`src/shared/lpd_pkg.sv`:
```
// constants shared by the led polarity duty mapper
package lpd_pkg;

    // ************************************************
    // channel layout
    // ************************************************
    localparam int NUM_CH      = 11;
    localparam int LOW_CH      = 8;
    localparam int HIGH_CH     = 3;
    localparam int REG_W       = 8;
    localparam int ADDR_W      = 8;
    localparam int DUTY_W      = 8;
    localparam int LOW_LSB     = 0;
    localparam int HIGH_LSB    = 8;

    // ************************************************
    // register offsets and reset values
    // ************************************************
    localparam logic [ADDR_W-1:0] ADDR_SENSE_LOW  = 8'h75;
    localparam logic [ADDR_W-1:0] ADDR_SENSE_HIGH = 8'h76;
    localparam logic [ADDR_W-1:0] ADDR_FLIP_LOW   = 8'h79;
    localparam logic [ADDR_W-1:0] ADDR_FLIP_HIGH  = 8'h7A;
    localparam logic [REG_W-1:0]  RST_SENSE       = 8'h00;
    localparam logic [REG_W-1:0]  RST_FLIP        = 8'h00;
    localparam logic [REG_W-1:0]  READ_UNMAPPED   = 8'h00;

    // ************************************************
    // duty scale and timing
    // ************************************************
    localparam logic [DUTY_W-1:0] DUTY_FULL  = 8'h64;
    localparam logic [DUTY_W-1:0] DUTY_ZERO  = 8'h00;
    localparam int  CLK_HZ        = 40_000_000;
    localparam int  STEP_HZ       = 1_000_000;
    localparam int  STEP_DIV      = CLK_HZ / STEP_HZ;
    localparam int  DIV_W         = 16;

    // pin drive style encoding
    localparam logic STYLE_OPEN_DRAIN = 1'b0;
    localparam logic STYLE_PUSH_PULL  = 1'b1;

endpackage

```
`src/core/lpd_top.sv`:
```
// led polarity and duty mapping stage for eleven led driver pins
`timescale 1ns/10ps
module lpd_top
    import lpd_pkg::*;
#(
    parameter int DIV = STEP_DIV
) (
    // clock and reset
    input  wire logic                                   CLK,
    input  wire logic                                   RESET,
    // register port from the management bus engine
    input  wire logic [lpd_pkg::ADDR_W-1:0]             REG_ADDR,
    input  wire logic                                   REG_WR,
    input  wire logic [lpd_pkg::REG_W-1:0]              REG_WDATA,
    output logic      [lpd_pkg::REG_W-1:0]              REG_RDATA,
    // configuration from neighbouring registers
    input  wire logic                                   HOLD_MIRROR,
    input  wire logic [lpd_pkg::NUM_CH-1:0]             DRIVE_REQUEST,
    input  wire logic [lpd_pkg::NUM_CH-1:0]             TOUCH_LINKED,
    input  wire logic [lpd_pkg::LOW_CH-1:0]             PIN_DIRECTION,
    input  wire logic [lpd_pkg::LOW_CH-1:0]             PIN_DRIVE_STYLE,
    // duty settings from the behaviour engine
    input  wire logic [lpd_pkg::NUM_CH-1:0]             BREATHE_EN,
    input  wire logic [lpd_pkg::NUM_CH*lpd_pkg::DUTY_W-1:0] MIN_DUTY,
    input  wire logic [lpd_pkg::NUM_CH*lpd_pkg::DUTY_W-1:0] MAX_DUTY,
    input  wire logic [lpd_pkg::NUM_CH*lpd_pkg::DUTY_W-1:0] RAMP_DUTY,
    // state seen by the rest of the device
    output logic      [lpd_pkg::NUM_CH-1:0]             SENSE,
    output logic      [lpd_pkg::NUM_CH-1:0]             DUTY_REF_FLIP,
    // led pins
    output logic      [lpd_pkg::NUM_CH-1:0]             LED_OUT,
    output logic      [lpd_pkg::NUM_CH-1:0]             LED_OE_N
);
    import lpd_pkg::*;

    // ************************************************
    // state
    // ************************************************
    typedef struct packed {
        logic [NUM_CH-1:0] sense;
        logic [NUM_CH-1:0] flip;
        logic [REG_W-1:0]  rdata;
        logic [NUM_CH-1:0] pin_out;
        logic [NUM_CH-1:0] pin_oe_n;
    } lpd_top_state_t;

    lpd_top_state_t    state;
    lpd_top_state_t    next_state;
    logic [DUTY_W-1:0] phase;

    // ************************************************
    // helpers
    // ************************************************

    // flip measures a setting from the full scale end
    function automatic logic [DUTY_W-1:0] lpd_ref(
        input logic [DUTY_W-1:0] setting,
        input logic              flip
    );
        logic [DUTY_W-1:0] s;
        s = (setting > DUTY_FULL) ? DUTY_FULL : setting;
        return flip ? (DUTY_FULL - s) : s;
    endfunction

    // keeps a ramp value between its two end points in either order
    function automatic logic [DUTY_W-1:0] lpd_clamp(
        input logic [DUTY_W-1:0] v,
        input logic [DUTY_W-1:0] a,
        input logic [DUTY_W-1:0] b
    );
        logic [DUTY_W-1:0] lo;
        logic [DUTY_W-1:0] hi;
        lo = (a < b) ? a : b;
        hi = (a < b) ? b : a;
        if (v < lo) begin
            return lo;
        end else if (v > hi) begin
            return hi;
        end
        return v;
    endfunction

    function automatic logic [DUTY_W-1:0] lpd_field(
        input logic [NUM_CH*DUTY_W-1:0] bus,
        input int                       ch
    );
        return bus[ch*DUTY_W +: DUTY_W];
    endfunction

    // ************************************************
    // period phase
    // ************************************************
    lpd_pwm #(
        .DIV   (DIV)
    ) u_pwm (
        .CLK   (CLK),
        .RESET (RESET),
        .PHASE (phase)
    );

    // ************************************************
    // next state
    // ************************************************
    always_comb begin
        logic [NUM_CH-1:0] wr_mask;
        logic [NUM_CH-1:0] wr_val;
        logic [DUTY_W-1:0] dmin;
        logic [DUTY_W-1:0] dmax;
        logic [DUTY_W-1:0] duty;
        logic              active;
        logic              asserted;
        logic              level;
        logic              is_out;
        logic              style;
        wr_mask    = '0;
        wr_val     = '0;
        dmin       = DUTY_ZERO;
        dmax       = DUTY_ZERO;
        duty       = DUTY_ZERO;
        active     = 1'b0;
        asserted   = 1'b0;
        level      = 1'b0;
        is_out     = 1'b0;
        style      = STYLE_OPEN_DRAIN;
        next_state = state;

        // register writes
        if (REG_WR) begin
            unique case (REG_ADDR)
                ADDR_SENSE_LOW: begin
                    wr_mask[LOW_LSB +: LOW_CH] = '1;
                    wr_val[LOW_LSB +: LOW_CH]  = REG_WDATA[LOW_CH-1:0];
                end
                ADDR_SENSE_HIGH: begin
                    wr_mask[HIGH_LSB +: HIGH_CH] = '1;
                    wr_val[HIGH_LSB +: HIGH_CH]  = REG_WDATA[HIGH_CH-1:0];
                end
                ADDR_FLIP_LOW: begin
                    next_state.flip[LOW_LSB +: LOW_CH] =
                        REG_WDATA[LOW_CH-1:0];
                end
                ADDR_FLIP_HIGH: begin
                    next_state.flip[HIGH_LSB +: HIGH_CH] =
                        REG_WDATA[HIGH_CH-1:0];
                end
                default: begin
                end
            endcase
        end
        next_state.sense = (state.sense & ~wr_mask) | (wr_val & wr_mask);
        // unless HOLD_MIRROR is set, every written bit is copied, changed or not
        // built on next_state so a direct flip write is not lost
        if (!HOLD_MIRROR) begin
            next_state.flip = (next_state.flip & ~wr_mask)
                            | (wr_val & wr_mask);
        end

        // read mux; bits above the channels read as zero
        unique case (REG_ADDR)
            ADDR_SENSE_LOW: begin
                next_state.rdata = state.sense[LOW_LSB +: LOW_CH];
            end
            ADDR_SENSE_HIGH: begin
                next_state.rdata = {5'h00, state.sense[HIGH_LSB +: HIGH_CH]};
            end
            ADDR_FLIP_LOW: begin
                next_state.rdata = state.flip[LOW_LSB +: LOW_CH];
            end
            ADDR_FLIP_HIGH: begin
                next_state.rdata = {5'h00, state.flip[HIGH_LSB +: HIGH_CH]};
            end
            default: begin
                next_state.rdata = READ_UNMAPPED;
            end
        endcase

        // per channel duty selection then polarity
        for (int ch = 0; ch < NUM_CH; ch++) begin
            dmin = lpd_ref(lpd_field(MIN_DUTY, ch), state.flip[ch]);
            dmax = lpd_ref(lpd_field(MAX_DUTY, ch), state.flip[ch]);
            active = DRIVE_REQUEST[ch] | TOUCH_LINKED[ch];
            if (!active) begin
                duty = dmin;
            end else if (BREATHE_EN[ch]) begin
                duty = lpd_clamp(lpd_field(RAMP_DUTY, ch),
                                 dmin, dmax);
            end else begin
                duty = dmax;
            end
            // asserted share of the period is the duty value
            asserted = (phase < duty);
            // sense clear asserts low, sense set asserts high
            level = state.sense[ch] ? asserted : ~asserted;

            // channels beyond the direction register are always outputs
            if (ch < LOW_CH) begin
                is_out = PIN_DIRECTION[ch];
                style  = PIN_DRIVE_STYLE[ch];
            end else begin
                is_out = 1'b1;
                style  = STYLE_OPEN_DRAIN;
            end

            if (!is_out) begin
                next_state.pin_out[ch]  = 1'b0;
                next_state.pin_oe_n[ch] = 1'b1;
            end else if (style == STYLE_PUSH_PULL) begin
                next_state.pin_out[ch]  = level;
                next_state.pin_oe_n[ch] = 1'b0;
            end else begin
                // open drain: high is released to the pull up
                next_state.pin_out[ch]  = 1'b0;
                next_state.pin_oe_n[ch] = level;
            end
        end
    end

    // ************************************************
    // registers
    // ************************************************
    always_ff @(posedge CLK) begin
        if (RESET) begin
            state.sense    <= {RST_SENSE[HIGH_CH-1:0], RST_SENSE};
            state.flip     <= {RST_FLIP[HIGH_CH-1:0], RST_FLIP};
            state.rdata    <= READ_UNMAPPED;
            state.pin_out  <= '0;
            state.pin_oe_n <= '1;
        end else begin
            state <= next_state;
        end
    end

    // ************************************************
    // outputs
    // ************************************************
    assign REG_RDATA     = state.rdata;
    assign SENSE         = state.sense;
    assign DUTY_REF_FLIP = state.flip;
    assign LED_OUT       = state.pin_out;
    assign LED_OE_N      = state.pin_oe_n;

endmodule

```
`src/core/lpd_pwm.sv`:
```
// shared duty period phase counter with step divider
`timescale 1ns/10ps
module lpd_pwm
    import lpd_pkg::*;
#(
    parameter int DIV = STEP_DIV
) (
    // clock and reset
    input  wire logic                 CLK,
    input  wire logic                 RESET,
    // period phase
    output logic [lpd_pkg::DUTY_W-1:0] PHASE
);
    import lpd_pkg::*;

    typedef struct packed {
        logic [DIV_W-1:0]  div_cnt;
        logic [DUTY_W-1:0] phase;
    } lpd_pwm_state_t;

    lpd_pwm_state_t state;
    lpd_pwm_state_t next_state;

    localparam logic [DIV_W-1:0]  DIV_LAST   = DIV_W'(DIV - 1);
    localparam logic [DUTY_W-1:0] PHASE_LAST = DUTY_FULL - 8'h01;

    // one period is DUTY_FULL steps; the counter never restarts on
    // register writes so a polarity change does not glitch the period
    always_comb begin
        next_state = state;
        if (state.div_cnt == DIV_LAST) begin
            next_state.div_cnt = '0;
            if (state.phase == PHASE_LAST) begin
                next_state.phase = DUTY_ZERO;
            end else begin
                next_state.phase = state.phase + 8'h01;
            end
        end else begin
            next_state.div_cnt = state.div_cnt + 16'h0001;
        end
    end

    always_ff @(posedge CLK) begin
        if (RESET) begin
            state <= '0;
        end else begin
            state <= next_state;
        end
    end

    assign PHASE = state.phase;

endmodule

```
`config.mk`:
```
export PLATFORM = sky130hd
export DESIGN_NAME = lpd_top
export DESIGN_NICKNAME = d
export VERILOG_FILES = /design/src/shared/lpd_pkg.sv /design/src/core/lpd_top.sv /design/src/core/lpd_pwm.sv
export SDC_FILE = /design/constraint.sdc
export NUM_CORES = 1
export LEC_CHECK = 0
export ABC_AREA = 1
export BUFFER_PORTS_ARGS = -buffer_cell sky130_fd_sc_hd__buf_2
export CAP_MARGIN = 0
export CORE_ASPECT_RATIO = 0.9
export CORE_MARGIN = 3
export CORE_UTILIZATION = 40
export DETAILED_ROUTE_END_ITERATION = 12
export HOLD_SLACK_MARGIN = 0.02
export SKIP_LAST_GASP = 1
export SYNTH_ARGS = -nofsm -noshare
export SYNTH_HDL_FRONTEND = slang
export SYNTH_SLANG_ARGS = --single-unit
```
`constraint.sdc`:
```
create_clock -name CLK -period 18.72 [get_ports CLK]
set_input_delay 3.744 -clock CLK [delete_from_list [all_inputs] [get_ports CLK]]
set_output_delay 3.744 -clock CLK [all_outputs]
set_load 0.02 [all_outputs]
```
==> impl_metrics.env, run 1 <==
export IMPL_rsz0062_at_grt="false"
export IMPL_cts_resized=0
export IMPL_seqCellArea_um2=1460
export IMPL_critical_path_depth=38
export IMPL_die_width_um=240
export IMPL_synth_common_cells="nand2_1, inv_1, nor2_1"
export IMPL_synth_cell_area_um2=19700
export IMPL_h_tree_depth=3
export IMPL_gp_congestion=0.899
export IMPL_layout_nets=4487
export IMPL_numCtsBuffers=9
export IMPL_num_vias=23200
export IMPL_use_met2_pct=40.6
export IMPL_leakagePower_uw=0.0121
export IMPL_core_area_um2=48200
export IMPL_cp_max_fo=20
export IMPL_synthCells=3485
export IMPL_critical_path_buf_inv_count=5
export IMPL_setup_worst_path_start="MIN_DUTY[80]"
export IMPL_ys_async_sr_fraction_pct=0
export IMPL_r2r_end="LED_OE_N[7]$_SDFF_PP1_"
export IMPL_dpl_instance_area_um2=22300
export IMPL_detail_route_antenna_nets=0
export IMPL_slew_violations=0
export IMPL_synth_distinct_cells=57
export IMPL_gr_total_overflow=0
export IMPL_io_pins=385
export IMPL_postCtsSetupRepairBufs=0
export IMPL_critPathArrivalTime_ns=9.73
export IMPL_outcome="finished clean"
export IMPL_num_rows=76
export IMPL_slowest_delay_ns=0.39
export IMPL_clockRootBuffer="clkbuf_16"
export IMPL_grt_pass1_vias=20800
export IMPL_grt_max_degree=23
export IMPL_synth_most_common_cell="nand2_1"
export IMPL_area_growth_pct=15.0
export IMPL_clk_pin_slew_worst_paths_ns=0.06
export IMPL_antenna_found_initial=8
export IMPL_vias_per_cell=5.17
export IMPL_crit_family="compound AO/OA/AOI/OAI gates"
export IMPL_worst_clock_skew_ns=0.00767
export IMPL_cpMaxStageDelayCell="nand2_1"
export IMPL_hold_class="reg2reg"
export IMPL_cts_tree="done"
export IMPL_min_period_over_period_pct=50.9
export IMPL_ys_seq_elements=73
export IMPL_start_util_pct=40.8
export IMPL_hpwl_um=56100
export IMPL_min_period_ns=9.53
export IMPL_wl_per_cell_um=14.7
export IMPL_clkLatencyLatePin_ns=0.34
export IMPL_die_height_um=216
export IMPL_worstSetupEndpointType="flop"
export IMPL_finalInstanceArea_um2=22600
export IMPL_cap_violations=0
export IMPL_portBuffers=381
export IMPL_clock_sinks=73
export IMPL_drt_initial_drc_count=1394
export IMPL_setup_tns_ns=0
export IMPL_yosys_warnings=0
export IMPL_synthTopCellsByArea="ha_1, nand2_1, inv_1, o21ai_0, dfxtp_1"
export IMPL_startpoint_type="input pin"
export IMPL_p_per_area_nw_per_um2=42.4
export IMPL_die_area_um2=51800
export IMPL_hold_buffers=0
export IMPL_required_ns=18.91
export IMPL_yosysTopAreaCellShare_pct=19.3
export IMPL_tightest_slew_ns=1.15
export IMPL_drt_total_wl_um=66000
export IMPL_use_met1_pct=34.5
export IMPL_reg2regPathDepth=30
export IMPL_drt_pass1_iter_count=5
export IMPL_setup_viol=0
export IMPL_rr_startpoint="DUTY_REF_FLIP[7]$_SDFF_PP0_"
export IMPL_remaining_drc_errors=0
export IMPL_synth_top_area_cell="ha_1"
export IMPL_track_usage_pct=24.6
export IMPL_yosysSeqAreaShare_pct=7.43
export IMPL_r2r_setup_slack_ns=12.49
export IMPL_grtUsageMet3_pct=3.47
export IMPL_top_usage_layer="met2"
export IMPL_avgSynthCellArea_um2=5.64
export IMPL_drive_gt1_share_pct=13.8
export IMPL_multi_input_area_um2=16200
export IMPL_clock_path_buffers=2
export IMPL_synth_edf_count=0
export IMPL_max_vdd_ir_drop_mv=0.0411
export IMPL_slew_headroom_pct=23.2
export IMPL_hold_violations=0
export IMPL_path_class="in2reg"
export IMPL_fillers=5347
export IMPL_fmax_mhz=105
export IMPL_grt_pass1_wl_um=105000
export IMPL_worstSetupEndpoint="LED_OE_N[10]$_SDFF_PP1_"
export IMPL_synthFlopType="dfxtp_1"
## worst register-to-register path, delay by kind of cell (launching register included)
kind                       cells  cell delay (ns)
DFF                            1             0.73
adders and majority gates      3             0.99
and+or+nand+nor               14             1.79
AOI/OAI and AO/OA              9             1.75
xor gates and xnor gates       1             0.30
buffers and inverters          3             0.57
## how the worst min path moves through the flow
| stage | from | slack [ns] | cells past startpoint | end |
|---|---|---|---|---|
| global route | u_pwm.state[8]$_SDFF_PP0_ | 0.47 | 1 | u_pwm.state[8]$_SDFF_PP0_ |
| CTS | u_pwm.state[8]$_SDFF_PP0_ | 0.45 | 1 | u_pwm.state[8]$_SDFF_PP0_ |
| global placement | u_pwm.state[8]$_SDFF_PP0_ | 0.43 | 1 | u_pwm.state[8]$_SDFF_PP0_ |
| detailed placement | u_pwm.state[8]$_SDFF_PP0_ | 0.44 | 1 | u_pwm.state[8]$_SDFF_PP0_ |
| finish | u_pwm.state[8]$_SDFF_PP0_ | 0.45 | 1 | u_pwm.state[8]$_SDFF_PP0_ |
| floorplan | u_pwm.state[8]$_SDFF_PP0_ | 0.42 | 1 | u_pwm.state[8]$_SDFF_PP0_ |
## report_power, final
part           switching [uW]  leakage [uW]  total, uW  internal [uW]
Sequential               1.39      0.000592        159            157
Combinational             399        0.0113        615            216
Clock                    75.6      0.000150        184            109
Total                     476        0.0121        958            482
## area by class of cell
class                           instances  share of cell area, %
Inverter                              502                   8.34
Timing Repair Buffer                  390                   8.73
Tap cell                              624                   3.45
Sequential cell                        73                   6.46
Multi-Input combinational cell       2875                   71.6
Antenna cell                            5                 0.0553
Clock buffer                           10                   1.06
Clock inverter                          6                  0.321
## cell families after synthesis
family,after synthesis,share of synthesized area [%]
XOR/XNOR,75,3.34
AO/OA/AOI/OAI,698,20.7
AND/OR/NAND/NOR,1767,38.2
buffers and inverters,566,10.9
adder cells (fa/ha/maj),303,19.3
other,2,0.0382
multiplexers,1,0.0509
flip-flops,73,7.43
## metrics by stage
step | util (%) | total power, uW | setup WS (ns) | hold WS, ns | cells
final | 46.9 | 958 | 9.19 | 0.451 | 4485
after global routing | 46.9 | 1070 | 8.24 | 0.470 | 4482
after CTS | 46.9 | 960 | 9.22 | 0.453 | 4480
after detailed placement | 46.2 | 771 | 8.88 | 0.444 | 4464
after global placement | 46.2 | 770 | 8.93 | 0.430 | 4464
after floorplan | - | 605 | 9.84 | 0.418 | 3514
## cells in the final DEF, fill, tap and decap left out, types with 7 or more instances in the layout
| cell type | n |
|---|---|
| o22ai_1 | 20 |
| nand3_1 | 262 |
| nor2_2 | 11 |
| o21ai_0 | 312 |
| clkinv_1 | 10 |
| o21bai_1 | 10 |
| inv_2 | 17 |
| a211oi_1 | 41 |
| a21oi_1 | 169 |
| xnor2_1 | 28 |
| o21ai_1 | 20 |
| buf_2 | 381 |
| nand3_2 | 9 |
| or2_2 | 11 |
| nand3b_1 | 7 |
| dfxtp_1 | 73 |
| xor2_1 | 47 |
| o211ai_1 | 26 |
| nand2_2 | 45 |
| buf_4 | 9 |
| clkbuf_16 | 9 |
| nand4_1 | 44 |
| conb_1 | 31 |
| inv_1 | 474 |
| o221ai_1 | 44 |
| nor2_1 | 352 |
| nand2_1 | 959 |
| ha_1 | 303 |
| nor3_1 | 41 |
| o31ai_1 | 12 |
| nand2_4 | 11 |
## routing by layer
layer / vias to the layer above / wire [um]
li1: 12300 / -
met1: 10200 / 31800
met2: 599 / 29300
met3: 72 / 3810
met4: 10 / 1010
met5: - / 69
(Power assumes the default switching activity.)
==> run 2, diff against run 1 <==
ABC_AREA = 0   (was 1)
clock period = 8.4 ns   (was 18.72 ns; I/O delays follow)
==> impl_metrics.env, run 2 <==
export IMPL_clock_sinks=73
export IMPL_ys_async_sr_fraction_pct=0
export IMPL_synthFlopType="dfxtp_1"
export IMPL_rsz0062_at_grt="true"
export IMPL_hold_buffers=0
export IMPL_finalInstanceArea_um2=24400
export IMPL_place_inst=3918
export IMPL_yosysSeqAreaShare_pct=7.35
export IMPL_synth_distinct_cells=95
export IMPL_die_height_um=218
export IMPL_finalNonFillerCells=3949
export IMPL_cp_max_fo=11
export IMPL_die_area_um2=52400
export IMPL_grt_pass1_wl_um=115000
export IMPL_leakagePower_uw=0.0116
export IMPL_setup_viol=0
export IMPL_fmax_mhz=123
export IMPL_synth_most_common_cell="nor2_1"
export IMPL_worstSetupEndpointType="flop"
export IMPL_cpMaxStageDelayCell="o41a_1"
export IMPL_io_pins=385
export IMPL_critPathArrivalTime_ns=8.34
export IMPL_cts_tree="done"
export IMPL_synth_edf_count=0
export IMPL_mostFrequentLayoutCells="buf_2, nor2_1, ha_1"
export IMPL_worst_clock_skew_ns=0.0111
export IMPL_clk_pin_slew_worst_paths_ns=0.07
export IMPL_grt_max_degree=42
export IMPL_startpoint_type="input pin"
export IMPL_num_rows=76
export IMPL_synth_top_area_cell="ha_1"
export IMPL_core_area_um2=48500
export IMPL_drt_pass1_iter_count=6
export IMPL_yosys_warnings=0
export IMPL_grt_pass1_vias=22100
export IMPL_remaining_drc_errors=0
export IMPL_synthTopCellsByArea="ha_1, mux2i_1, dfxtp_1, nor2_1, o21ai_0"
export IMPL_ys_seq_elements=73
export IMPL_portBuffers=381
export IMPL_clockRootBuffer="clkbuf_16"
export IMPL_yosysTopAreaCellShare_pct=19.1
export IMPL_gr_total_overflow=0
export IMPL_num_vias=23600
export IMPL_layout_commonest_cell="buf_2"
export IMPL_clkLatencyLatePin_ns=0.36
export IMPL_clock_path_buffers=2
export IMPL_min_period_over_period_pct=96.4
export IMPL_tightest_slew_ns=1.07
export IMPL_wl_per_cell_um=18.9
export IMPL_path_class="in2reg"
export IMPL_start_util_pct=41.0
export IMPL_die_width_um=241
export IMPL_h_tree_depth=3
export IMPL_avgSynthCellArea_um2=7.12
export IMPL_area_growth_pct=22.7
export IMPL_synth_common_cells="nor2_1, ha_1, nand2_1"
export IMPL_vias_per_cell=5.97
export IMPL_slowest_delay_ns=0.44
export IMPL_numCtsBuffers=9
export IMPL_slew_headroom_pct=28.5
export IMPL_cap_violations=0
export IMPL_p_total_uw=2270
export IMPL_min_period_ns=8.10
export IMPL_required_ns=8.64
export IMPL_hold_class="reg2reg"
export IMPL_drt_total_wl_um=74500
export IMPL_slew_violations=0
export IMPL_utilization_pct=50.3
export IMPL_gp_congestion=0.982
export IMPL_dpl_instance_area_um2=23700
export IMPL_setup_ws_ns=0.299
export IMPL_outcome="finished clean"
export IMPL_pre_cts_slack_ns=-0.368
export IMPL_detail_route_antenna_nets=0
export IMPL_layout_nets=3948
export IMPL_drt_initial_drc_count=1662
export IMPL_cpMostUsedCell="ha_1"
export IMPL_track_usage_pct=26.7
export IMPL_antenna_found_initial=10
export IMPL_hpwl_um=61600
export IMPL_drive_gt1_share_pct=22.0
export IMPL_hold_violations=0
export IMPL_synthCells=2795
export IMPL_p_per_area_nw_per_um2=93.1
export IMPL_max_vdd_ir_drop_mv=0.101
export IMPL_synth_cell_area_um2=19900
## run 2: what timing repair did
action / 4_1_cts / 5_1_grt
resized for setup: 1 / 87
endpoints found under the setup margin: 1 / 16
buffers inserted: 0 / 7
pin swaps: 0 / 15
## run 2: final cells by class
cell class | instances | area, um2
diodes | 8 | 20.0
clock buffers | 9 | 225
clock inverters | 7 | 85.1
fillers | 4928 | 24100
inverters | 147 | 552
multi-input cells | 2513 | 18000
flip-flops and latches | 73 | 1460
well taps | 624 | 781
repair buffers | 568 | 3330
## run 2: worst paths after layout
kind | start | endpoint | slack [ns] | depth (start not counted)
max | MIN_DUTY[32] | LED_OE_N[4]$_SDFF_PP1_ | 0.30 | 32
min | u_pwm.state[8]$_SDFF_PP0_ | u_pwm.state[8]$_SDFF_PP0_ | 0.45 | 1
max reg2reg | DUTY_REF_FLIP[4]$_SDFF_PP0_ | LED_OE_N[4]$_SDFF_PP1_ | 1.23 | 30
min reg2reg | u_pwm.state[8]$_SDFF_PP0_ | u_pwm.state[8]$_SDFF_PP0_ | 0.45 | 1
## run 2: cells by family after synthesis
logic type,Yosys count,synth area share [%]
compound gates,958,32.6
other cells,2,0.0378
simple gates,957,23.4
xor+xnor,86,3.79
fa+ha+maj,304,19.1
flops,73,7.35
buf+inv,238,4.64
mux,177,9.07
## run 2: worst max-delay path, delay by kind of cell
family	cells	cell delay [ns]
buf+inv	4	0.63
fa+ha+maj	4	1.25
compound gates	18	3.59
simple gates	5	0.90
mux	1	0.29
## run 2: metal layers
layer / wire (um) / GRT usage [%] / vias to the layer above
li1: - / - / 11600
met1: 34300 / 36.3 / 11100
met2: 34500 / 45.0 / 737
met3: 4080 / 2.29 / 90
met4: 1630 / 7.63 / 6
met5: 41 / 0 / -
## run 2: per-stage QoR
step | hold slack (ns) | setup TNS [ns]
2_1_floorplan | 0.418 | 0
3_3_place_gp | 0.434 | -0.483
3_5_place_dp | 0.443 | -1.41
4_1_cts | 0.453 | 0
5_1_grt | 0.482 | -0.322
6_report | 0.450 | 0
## run 2: power by group
group | switching, uW | total (uW) | internal (uW)
clock network | 190 | 427 | 237
logic | 829 | 1490 | 662
registers | 2.99 | 354 | 351
total | 1020 | 2270 | 1250
